<file path="src/rtl/fpd_pkg.sv">
// Package for the fast page DRAM controller: timing counts, geometry, request carrier.
// Assumes a single 125 MHz core clock; the timing counts are derived from the ns, us and ms figures below.
package fpd_pkg;
  localparam int unsigned CLK_PERIOD_NS  = 8;
  localparam int unsigned ROW_BITS       = 9;
  localparam int unsigned COL_BITS       = 9;
  localparam int unsigned ADDR_BITS      = 18;
  localparam int unsigned DATA_BITS      = 16;
  // Speed grade -60 figures
  localparam int unsigned T_RAC_NS       = 60;
  localparam int unsigned T_CAC_NS       = 15;
  localparam int unsigned T_AA_NS        = 30;
  localparam int unsigned T_PC_NS        = 25;
  localparam int unsigned T_RC_NS        = 110;
  localparam int unsigned T_RAS_NS       = 60;
  localparam int unsigned T_RP_NS        = 40;
  localparam int unsigned T_CP_NS        = 10;
  localparam int unsigned T_REF_MS       = 8;
  localparam int unsigned REF_ROWS       = 512;
  localparam int unsigned T_PWRUP_US     = 200;
  localparam int unsigned INIT_CYCLES    = 8;
  // Least times round up
  localparam int unsigned RAC_CYC   = (T_RAC_NS + CLK_PERIOD_NS - 1) / CLK_PERIOD_NS;
  localparam int unsigned CAC_CYC   = (T_CAC_NS + CLK_PERIOD_NS - 1) / CLK_PERIOD_NS;
  localparam int unsigned AA_CYC    = (T_AA_NS + CLK_PERIOD_NS - 1) / CLK_PERIOD_NS;
  localparam int unsigned PC_CYC    = (T_PC_NS + CLK_PERIOD_NS - 1) / CLK_PERIOD_NS;
  localparam int unsigned RC_CYC    = (T_RC_NS + CLK_PERIOD_NS - 1) / CLK_PERIOD_NS;
  localparam int unsigned RAS_CYC   = (T_RAS_NS + CLK_PERIOD_NS - 1) / CLK_PERIOD_NS;
  localparam int unsigned RP_CYC    = (T_RP_NS + CLK_PERIOD_NS - 1) / CLK_PERIOD_NS;
  localparam int unsigned CP_CYC    = (T_CP_NS + CLK_PERIOD_NS - 1) / CLK_PERIOD_NS;
  // Longest time rounds down: one refresh per 8 ms / 512
  localparam int unsigned REF_INT_CYC = (T_REF_MS * 1000000) / (REF_ROWS * CLK_PERIOD_NS);
  localparam int unsigned PWRUP_CYC   = (T_PWRUP_US * 1000 + CLK_PERIOD_NS - 1) / CLK_PERIOD_NS;
  localparam int unsigned CNT_BITS    = 16;

  typedef enum logic [1:0] {
    FPD_OP_READ,
    FPD_OP_WRITE,
    FPD_OP_RMW
  } fpd_op_t;

  typedef struct packed {
    fpd_op_t                op;
    logic [ADDR_BITS-1:0]   addr;
    logic [DATA_BITS-1:0]   wdata;
    logic [1:0]             byte_en;
    logic                   keep_page;
  } fpd_req_t;

  typedef struct packed {
    logic                   ras_n;
    logic                   lower_byte_strobe_n;
    logic                   upper_byte_strobe_n;
    logic                   we_n;
    logic                   oe_n;
    logic [ROW_BITS-1:0]    addr;
  } fpd_pins_t;
endpackage

</file>
<file path="src/rtl/fpd_ctrl.sv">
// Fast page DRAM controller: drives RAS, two byte strobes, WE, OE, address and data.
// Assumes the DRAM data inputs are synchronous to core_clk; no software registers.
module fpd_ctrl
  import fpd_pkg::*;
#(
  parameter int unsigned PWRUP_CYCLES = PWRUP_CYC,
  parameter int unsigned REF_CYCLES   = REF_INT_CYC
) (
  input  wire logic                 core_clk,
  input  wire logic                 rst_n,
  input  wire logic                 req_valid,
  output logic                      req_ready,
  input  wire fpd_pkg::fpd_req_t    req,
  output logic                      rsp_valid,
  output logic [DATA_BITS-1:0]      rsp_rdata,
  output logic                      init_done,
  output fpd_pkg::fpd_pins_t        pins,
  input  wire logic [DATA_BITS-1:0] dq_in,
  output logic [DATA_BITS-1:0]      dq_out,
  output logic                      dq_oe
);
  import fpd_pkg::*;

  typedef enum logic [3:0] {
    S_PWRUP, S_INIT, S_IDLE, S_ROW, S_COL, S_ACCESS, S_WRPH, S_CAS_UP,
    S_PRE, S_SFR_STROBE, S_SFR_ROW
  } fpd_state_t;

  fpd_state_t            state;
  logic [CNT_BITS-1:0]   wait_cnt;
  logic [CNT_BITS-1:0]   ref_cnt;
  logic [3:0]            init_cnt;
  logic                  ref_due;
  logic                  page_open;
  logic [ROW_BITS-1:0]   open_row;
  logic [CNT_BITS-1:0]   ras_age;
  fpd_req_t              cur;

  wire [ROW_BITS-1:0] req_row    = req.addr[ADDR_BITS-1:COL_BITS];
  wire [COL_BITS-1:0] req_col    = req.addr[COL_BITS-1:0];
  wire                wait_done  = (wait_cnt == '0);
  wire                page_hit   = page_open && (req_row == open_row);
  wire                ras_min_ok = (ras_age >= CNT_BITS'(RAS_CYC));
  wire                is_write   = (cur.op == FPD_OP_WRITE);
  // Open page (keep_page set) is held until a request misses it or has keep_page clear; refresh forces closure
  // Waiting on wait_done keeps the precharge after a cycle from being cut short
  wire                take       = (state == S_IDLE) && wait_done && req_valid && !ref_due &&
                                   (!page_open || page_hit);
  assign req_ready = take;

  // Free-running timer keeps the period fixed however late each refresh lands
  wire ref_tick = (ref_cnt >= CNT_BITS'(REF_CYCLES - 1));
  wire ref_done = (state == S_SFR_ROW) && wait_done;

  // A tick meeting a finishing refresh wins, so no interval goes unserved
  always_ff @(posedge core_clk or negedge rst_n) begin
    if (!rst_n) begin
      ref_cnt <= '0;
      ref_due <= 1'b0;
    end else begin
      ref_cnt <= ref_tick ? '0 : ref_cnt + 1'b1;
      if (ref_tick) begin
        ref_due <= 1'b1;
      end else if (ref_done) begin
        ref_due <= 1'b0;
      end
    end
  end

  always_ff @(posedge core_clk or negedge rst_n) begin
    if (!rst_n) begin
      ras_age <= '0;
    end else if (pins.ras_n) begin
      ras_age <= '0;
    end else if (!ras_min_ok) begin
      ras_age <= ras_age + 1'b1;
    end
  end

  always_ff @(posedge core_clk or negedge rst_n) begin
    if (!rst_n) begin
      state     <= S_PWRUP;
      wait_cnt  <= CNT_BITS'(PWRUP_CYCLES);
      init_cnt  <= '0;
      init_done <= 1'b0;
      page_open <= 1'b0;
      open_row  <= '0;
      cur       <= '0;
      pins      <= '{ras_n: 1'b1, lower_byte_strobe_n: 1'b1, upper_byte_strobe_n: 1'b1,
                     we_n: 1'b1, oe_n: 1'b1, addr: '0};
      dq_out    <= '0;
      dq_oe     <= 1'b0;
      rsp_valid <= 1'b0;
      rsp_rdata <= '0;
    end else begin
      rsp_valid <= 1'b0;
      if (!wait_done) begin
        wait_cnt <= wait_cnt - 1'b1;
      end
      unique case (state)
        S_PWRUP: if (wait_done) begin
          state <= S_INIT;
        end
        S_INIT: if (wait_done) begin
          // Eight RAS-only cycles with strobes high, row from init counter
          if (init_cnt == 4'(INIT_CYCLES)) begin
            init_done <= 1'b1;
            state     <= S_IDLE;
          end else if (pins.ras_n) begin
            pins.addr  <= ROW_BITS'(init_cnt);
            pins.ras_n <= 1'b0;
            wait_cnt   <= CNT_BITS'(RAS_CYC - 1);
          end else begin
            pins.ras_n <= 1'b1;
            init_cnt   <= init_cnt + 1'b1;
            wait_cnt   <= CNT_BITS'(RP_CYC - 1);
          end
        end
        S_IDLE: if (wait_done) begin
          if (ref_due || (req_valid && page_open && !page_hit)) begin
            if (page_open) begin
              state <= S_PRE;
            end else if (ref_due) begin
              // Strobes fall first; address pins are don't-care
              pins.lower_byte_strobe_n <= 1'b0;
              pins.upper_byte_strobe_n <= 1'b0;
              wait_cnt <= CNT_BITS'(CP_CYC - 1);
              state    <= S_SFR_STROBE;
            end
          end else if (take) begin
            cur <= req;
            if (page_hit) begin
              pins.addr <= req_col;
              state     <= S_COL;
            end else begin
              pins.addr <= req_row;
              state     <= S_ROW;
            end
          end
        end
        S_ROW: begin
          pins.ras_n <= 1'b0;
          open_row   <= cur.addr[ADDR_BITS-1:COL_BITS];
          page_open  <= 1'b1;
          wait_cnt   <= CNT_BITS'(RAC_CYC - CAC_CYC);
          state      <= S_COL;
        end
        S_COL: if (wait_done) begin
          pins.addr <= cur.addr[COL_BITS-1:0];
          pins.we_n <= !is_write;
          pins.oe_n <= is_write;
          dq_out    <= cur.wdata;
          dq_oe     <= is_write;
          state     <= S_ACCESS;
        end
        S_ACCESS: begin
          // Column held one cycle before strobes fall; strobe only enabled bytes
          pins.lower_byte_strobe_n <= !cur.byte_en[0];
          pins.upper_byte_strobe_n <= !cur.byte_en[1];
          wait_cnt <= CNT_BITS'((AA_CYC > PC_CYC ? AA_CYC : PC_CYC) - 1);
          state    <= (cur.op == FPD_OP_RMW) ? S_WRPH : S_CAS_UP;
        end
        S_WRPH: if (wait_done) begin
          // Read phase is captured before OE rises, then the write phase follows
          rsp_rdata <= dq_in;
          rsp_valid <= 1'b1;
          pins.oe_n <= 1'b1;
          dq_oe     <= 1'b1;
          pins.we_n <= 1'b0;
          cur.op    <= FPD_OP_WRITE;
          wait_cnt  <= CNT_BITS'(CAC_CYC - 1);
        end else if (cur.op == FPD_OP_WRITE) begin
          state <= S_CAS_UP;
        end
        S_CAS_UP: if (wait_done) begin
          if (cur.op == FPD_OP_READ) begin
            rsp_rdata <= dq_in;
            rsp_valid <= 1'b1;
          end
          if (cur.op != FPD_OP_WRITE || !dq_oe) begin
            rsp_valid <= (cur.op == FPD_OP_READ);
          end
          // Both strobes rise together so the internal strobe ends cleanly
          pins.lower_byte_strobe_n <= 1'b1;
          pins.upper_byte_strobe_n <= 1'b1;
          pins.we_n <= 1'b1;
          pins.oe_n <= 1'b1;
          dq_oe     <= 1'b0;
          wait_cnt  <= CNT_BITS'(CP_CYC - 1);
          state     <= cur.keep_page ? S_IDLE : S_PRE;
        end
        S_PRE: if (wait_done && ras_min_ok) begin
          pins.ras_n <= 1'b1;
          page_open  <= 1'b0;
          wait_cnt   <= CNT_BITS'(RC_CYC - RAS_CYC);
          state      <= S_IDLE;
        end
        S_SFR_STROBE: if (wait_done) begin
          pins.ras_n <= 1'b0;
          wait_cnt   <= CNT_BITS'(RAS_CYC - 1);
          state      <= S_SFR_ROW;
        end
        S_SFR_ROW: if (wait_done) begin
          // Released before any self refresh entry time; data lanes never driven
          pins.ras_n               <= 1'b1;
          pins.lower_byte_strobe_n <= 1'b1;
          pins.upper_byte_strobe_n <= 1'b1;
          wait_cnt <= CNT_BITS'(RC_CYC - RAS_CYC);
          state    <= S_IDLE;
        end
        default: state <= S_IDLE;
      endcase
    end
  end
endmodule

</file>
<file path="config.mk">
export PLATFORM = sky130hd
export DESIGN_NAME = fpd_ctrl
export DESIGN_NICKNAME = d
export VERILOG_FILES = /design/src/rtl/fpd_pkg.sv /design/src/rtl/fpd_ctrl.sv
export SDC_FILE = /design/constraint.sdc
export NUM_CORES = 1
export LEC_CHECK = 0
export BUFFER_PORTS_ARGS = -buffer_cell sky130_fd_sc_hd__buf_2
export CAP_MARGIN = 20
export CELL_PAD_IN_SITES_DETAIL_PLACEMENT = 2
export CELL_PAD_IN_SITES_GLOBAL_PLACEMENT = 2
export CORE_UTILIZATION = 36
export DETAILED_ROUTE_END_ITERATION = 8
export PLACE_DENSITY_LB_ADDON = 0.05
export SYNTH_ARGS = -nofsm -noshare
export SYNTH_HDL_FRONTEND = slang
export SYNTH_SLANG_ARGS = --single-unit
</file>
<file path="constraint.sdc">
create_clock -name core_clk -period 3.7 [get_ports core_clk]
set_input_delay 0.37 -clock core_clk [delete_from_list [all_inputs] [get_ports core_clk]]
set_output_delay 0.37 -clock core_clk [all_outputs]
set_load 0.03 [all_outputs]
</file>
==> impl_metrics.ini <==
[timing]
setup_viol = 0
hold_viol_final = 0
slew_violations = 0
finalCritPeriodShare_pct = 87.8
fin_tns_setup_ns = 0
rsz0062_at_grt = false
relSlewSlack_pct = 36.9
worstMarginPinSlew_ns = 0.947
clock_skew_ns = 0.0128
max_freq_ghz = 0.308
fin_crit_ns = 3.25

[routing]
drt_first_pass_iters = 4
vias = 5768
routedWlPerCell_um = 19.0
drt-total-wl_mm = 21.0
viasPerCell = 5.22
drt_iter0_drc = 207
drc = 0
antenna_left = 0

[critical_path]
crit_start = wait_cnt[6]
endpoint_kind = output pin
critPathMaxFanout = 12
crit_type = flop to output pin
required_ns = 3.33
arrival_ns = 2.88
worstPathCellList = or4_4, or4b_4, nor2_4, buf_4, and4_1, buf_2
rr_startpoint = wait_cnt[6]
worstSetupStartpointType = flop
cp_slowest_cell = or4_4
critical_path.max_stage_delay_ns = 0.57

[job]
maxCapViolations = 0

[place]
place.port_buffers = 107
placed_cells = 1074
place.gp.congestion = 0.870
dp_hpwl_mm = 14.8

[cells_and_area]
fillers = 2104
final_cell_mix = dfrtp_1, nand2_1, buf_2, nor2_1, mux2_2
diodes = 0
final_common_cell = dfrtp_1
area_growth_pct = 20.0
drive_above_1_share_pct = 27.1
fin_nets = 895
final_cells = 1106

[global_route]
grt.total_usage_pct = 21.8
grt_first_pass_wirelength_mm = 34.2
grt_pass1_vias = 6384
grt_max_degree = 103
grt.overflow.total = 0
antenna_found_initial = 0

[floorplanning]
num_rows = 51
die_w_um = 144
ioPinCount = 108
die_area_um2 = 20700
core_area_um2 = 19600
start_util_pct = 37.1
die_h_um = 144

[clocking]
postCtsSetupBuffers = 0
cts_resized = 0
clk_pin_slew_worst_paths_ns = 0.07
cts_hold_buf = 0
clk_path_buf_depth = 2
cts_made_buffers = 17
worstSkewPairLatency_ns = 0.43
cts_tree = done
clkSinkCount = 155
cts-root-buf = clkbuf_16
h-tree-depth = 4

[power_and_ir_drop]
p_leak_uw = 0.00443
powerDensity_nw_per_um2 = 659
ir_drop_v = 0.000336

[yosys]
postSynthAreaPerCell_um2 = 10.2
ys_seq_elements = 155
ys.flop_type = dfrtp_1
yosysWarnings = 0
synth-seq-area-share_pct = 53.6
ys_types = 67
netlist_top_cells_area = dfrtp_1, mux2_2, nand2_1
synth_top_area_share_pct = 49.6
synth_edf_count = 0
ys_async_sr_fraction_pct = 100
syn_area_um2 = 7260
syn_inst = 713
synth_top_area_cell = dfrtp_1

[outcome]
status = completed

[worst_hold_path]
worstHoldPathType = input port to asynchronous set/reset pin
## path summary, 6_finish.rpt
kind                       slack [ns]  cells past startpoint           end
setup / recovery                 0.45                      6     req_ready
setup reg to reg                 0.60                      8  rsp_rdata[4]
hold / removal                   0.06                      1    ref_cnt[4]
max in group asynchronous        2.74                      2       ref_due
hold reg to reg                  0.47                      2       cur[11]
min in group core_clk            0.14                      3       cur[10]
## synthesized netlist by cell type (all sizes together), types with 4 or more instances
| library cell | n |
|---|---|
| a211oi | 6 |
| a21oi | 19 |
| xnor2 | 13 |
| mux2 | 51 |
| or4 | 5 |
| a31oi | 9 |
| buf | 9 |
| nor4 | 11 |
| nor2b | 17 |
| and3 | 9 |
| a21o | 4 |
| nand4 | 6 |
| inv | 18 |
| clkbuf | 25 |
| o211ai | 4 |
| nand3 | 15 |
| dfrtp | 144 |
| o21ai | 35 |
| dfstp | 11 |
| a2bb2oi | 6 |
| mux2i | 9 |
| xor2 | 21 |
| nor2 | 62 |
| nor3 | 12 |
| nand2b | 4 |
| ha | 9 |
| nand2 | 132 |
## area by class of cell
class / count / area [um^2] / share of cell area [%]
multi-input cells: 508 / 3170 / 36.3
flip-flops and latches: 155 / 3890 / 44.7
repair buffers: 126 / 697 / 7.99
clock buffers: 20 / 467 / 5.35
inverters: 20 / 75.1 / 0.861
well taps: 265 / 332 / 3.80
clock inverters: 12 / 87.6 / 1.00
## routing by layer
metal  global-route usage [%]  part of all wire (%)  vias to the layer above
met3                     4.40                   3.8                       18
met2                     37.7                    51                      105
met1                     27.2                    44                     2963
met5                        0                     0                        -
met4                     6.55                   1.2                        0
li1                         -                     -                     2682
## critical path, delay by kind of cell (launching register included)
kind | cells | cell delay (ns)
AND/OR/NAND/NOR | 4 | 1.57
buffers and inverters | 2 | 0.44
flip-flops | 1 | 0.43
## state kept, by name (all words and copies together) (netlist names), 4 cells and up
signal,flops
pins,14
init_cnt,4
ref_cnt,16
state,4
open_row,9
rsp_rdata,16
dq_out,16
cur,39
ras_age,16
wait_cnt,16
## through the flow
| step | power, uW | util [%] | setup slack (ns) | hold WS (ns) | instance area, um^2 |
|---|---|---|---|---|---|
| 6_report | 5740 | 44.5 | 0.451 | 0.0602 | 8720 |
| 3_5_place_dp | 4130 | 41.7 | 0.615 | 0.459 | 8160 |
| 4_1_cts | 5820 | 44.5 | 0.416 | 0.0941 | 8720 |
| 3_3_place_gp | 4040 | 41.7 | 0.706 | 0.444 | 8160 |
| 5_1_grt | 6080 | 44.5 | 0.340 | 0.120 | 8720 |
| 2_1_floorplan | 3450 | - | 0.630 | 0.0744 | 7280 |
## cell families after synthesis
family,Yosys count,share of synthesized area (%)
AOI/OAI and AO/OA,113,10.1
xor gates and xnor gates,34,4.10
adders and majority gates,9,1.55
buffers and inverters,54,3.00
DFF,155,53.6
muxes,60,9.15
other,1,0.0516
and+or+nand+nor,287,18.4
## report_power, final
group	switching [uW]	internal, uW	total [uW]	leakage, uW
Sequential	253	1960	2210	0.00208
Combinational	1200	684	1890	0.00209
Clock	725	914	1640	0.000261
Note: power is estimated with default switching activity, not from simulation.
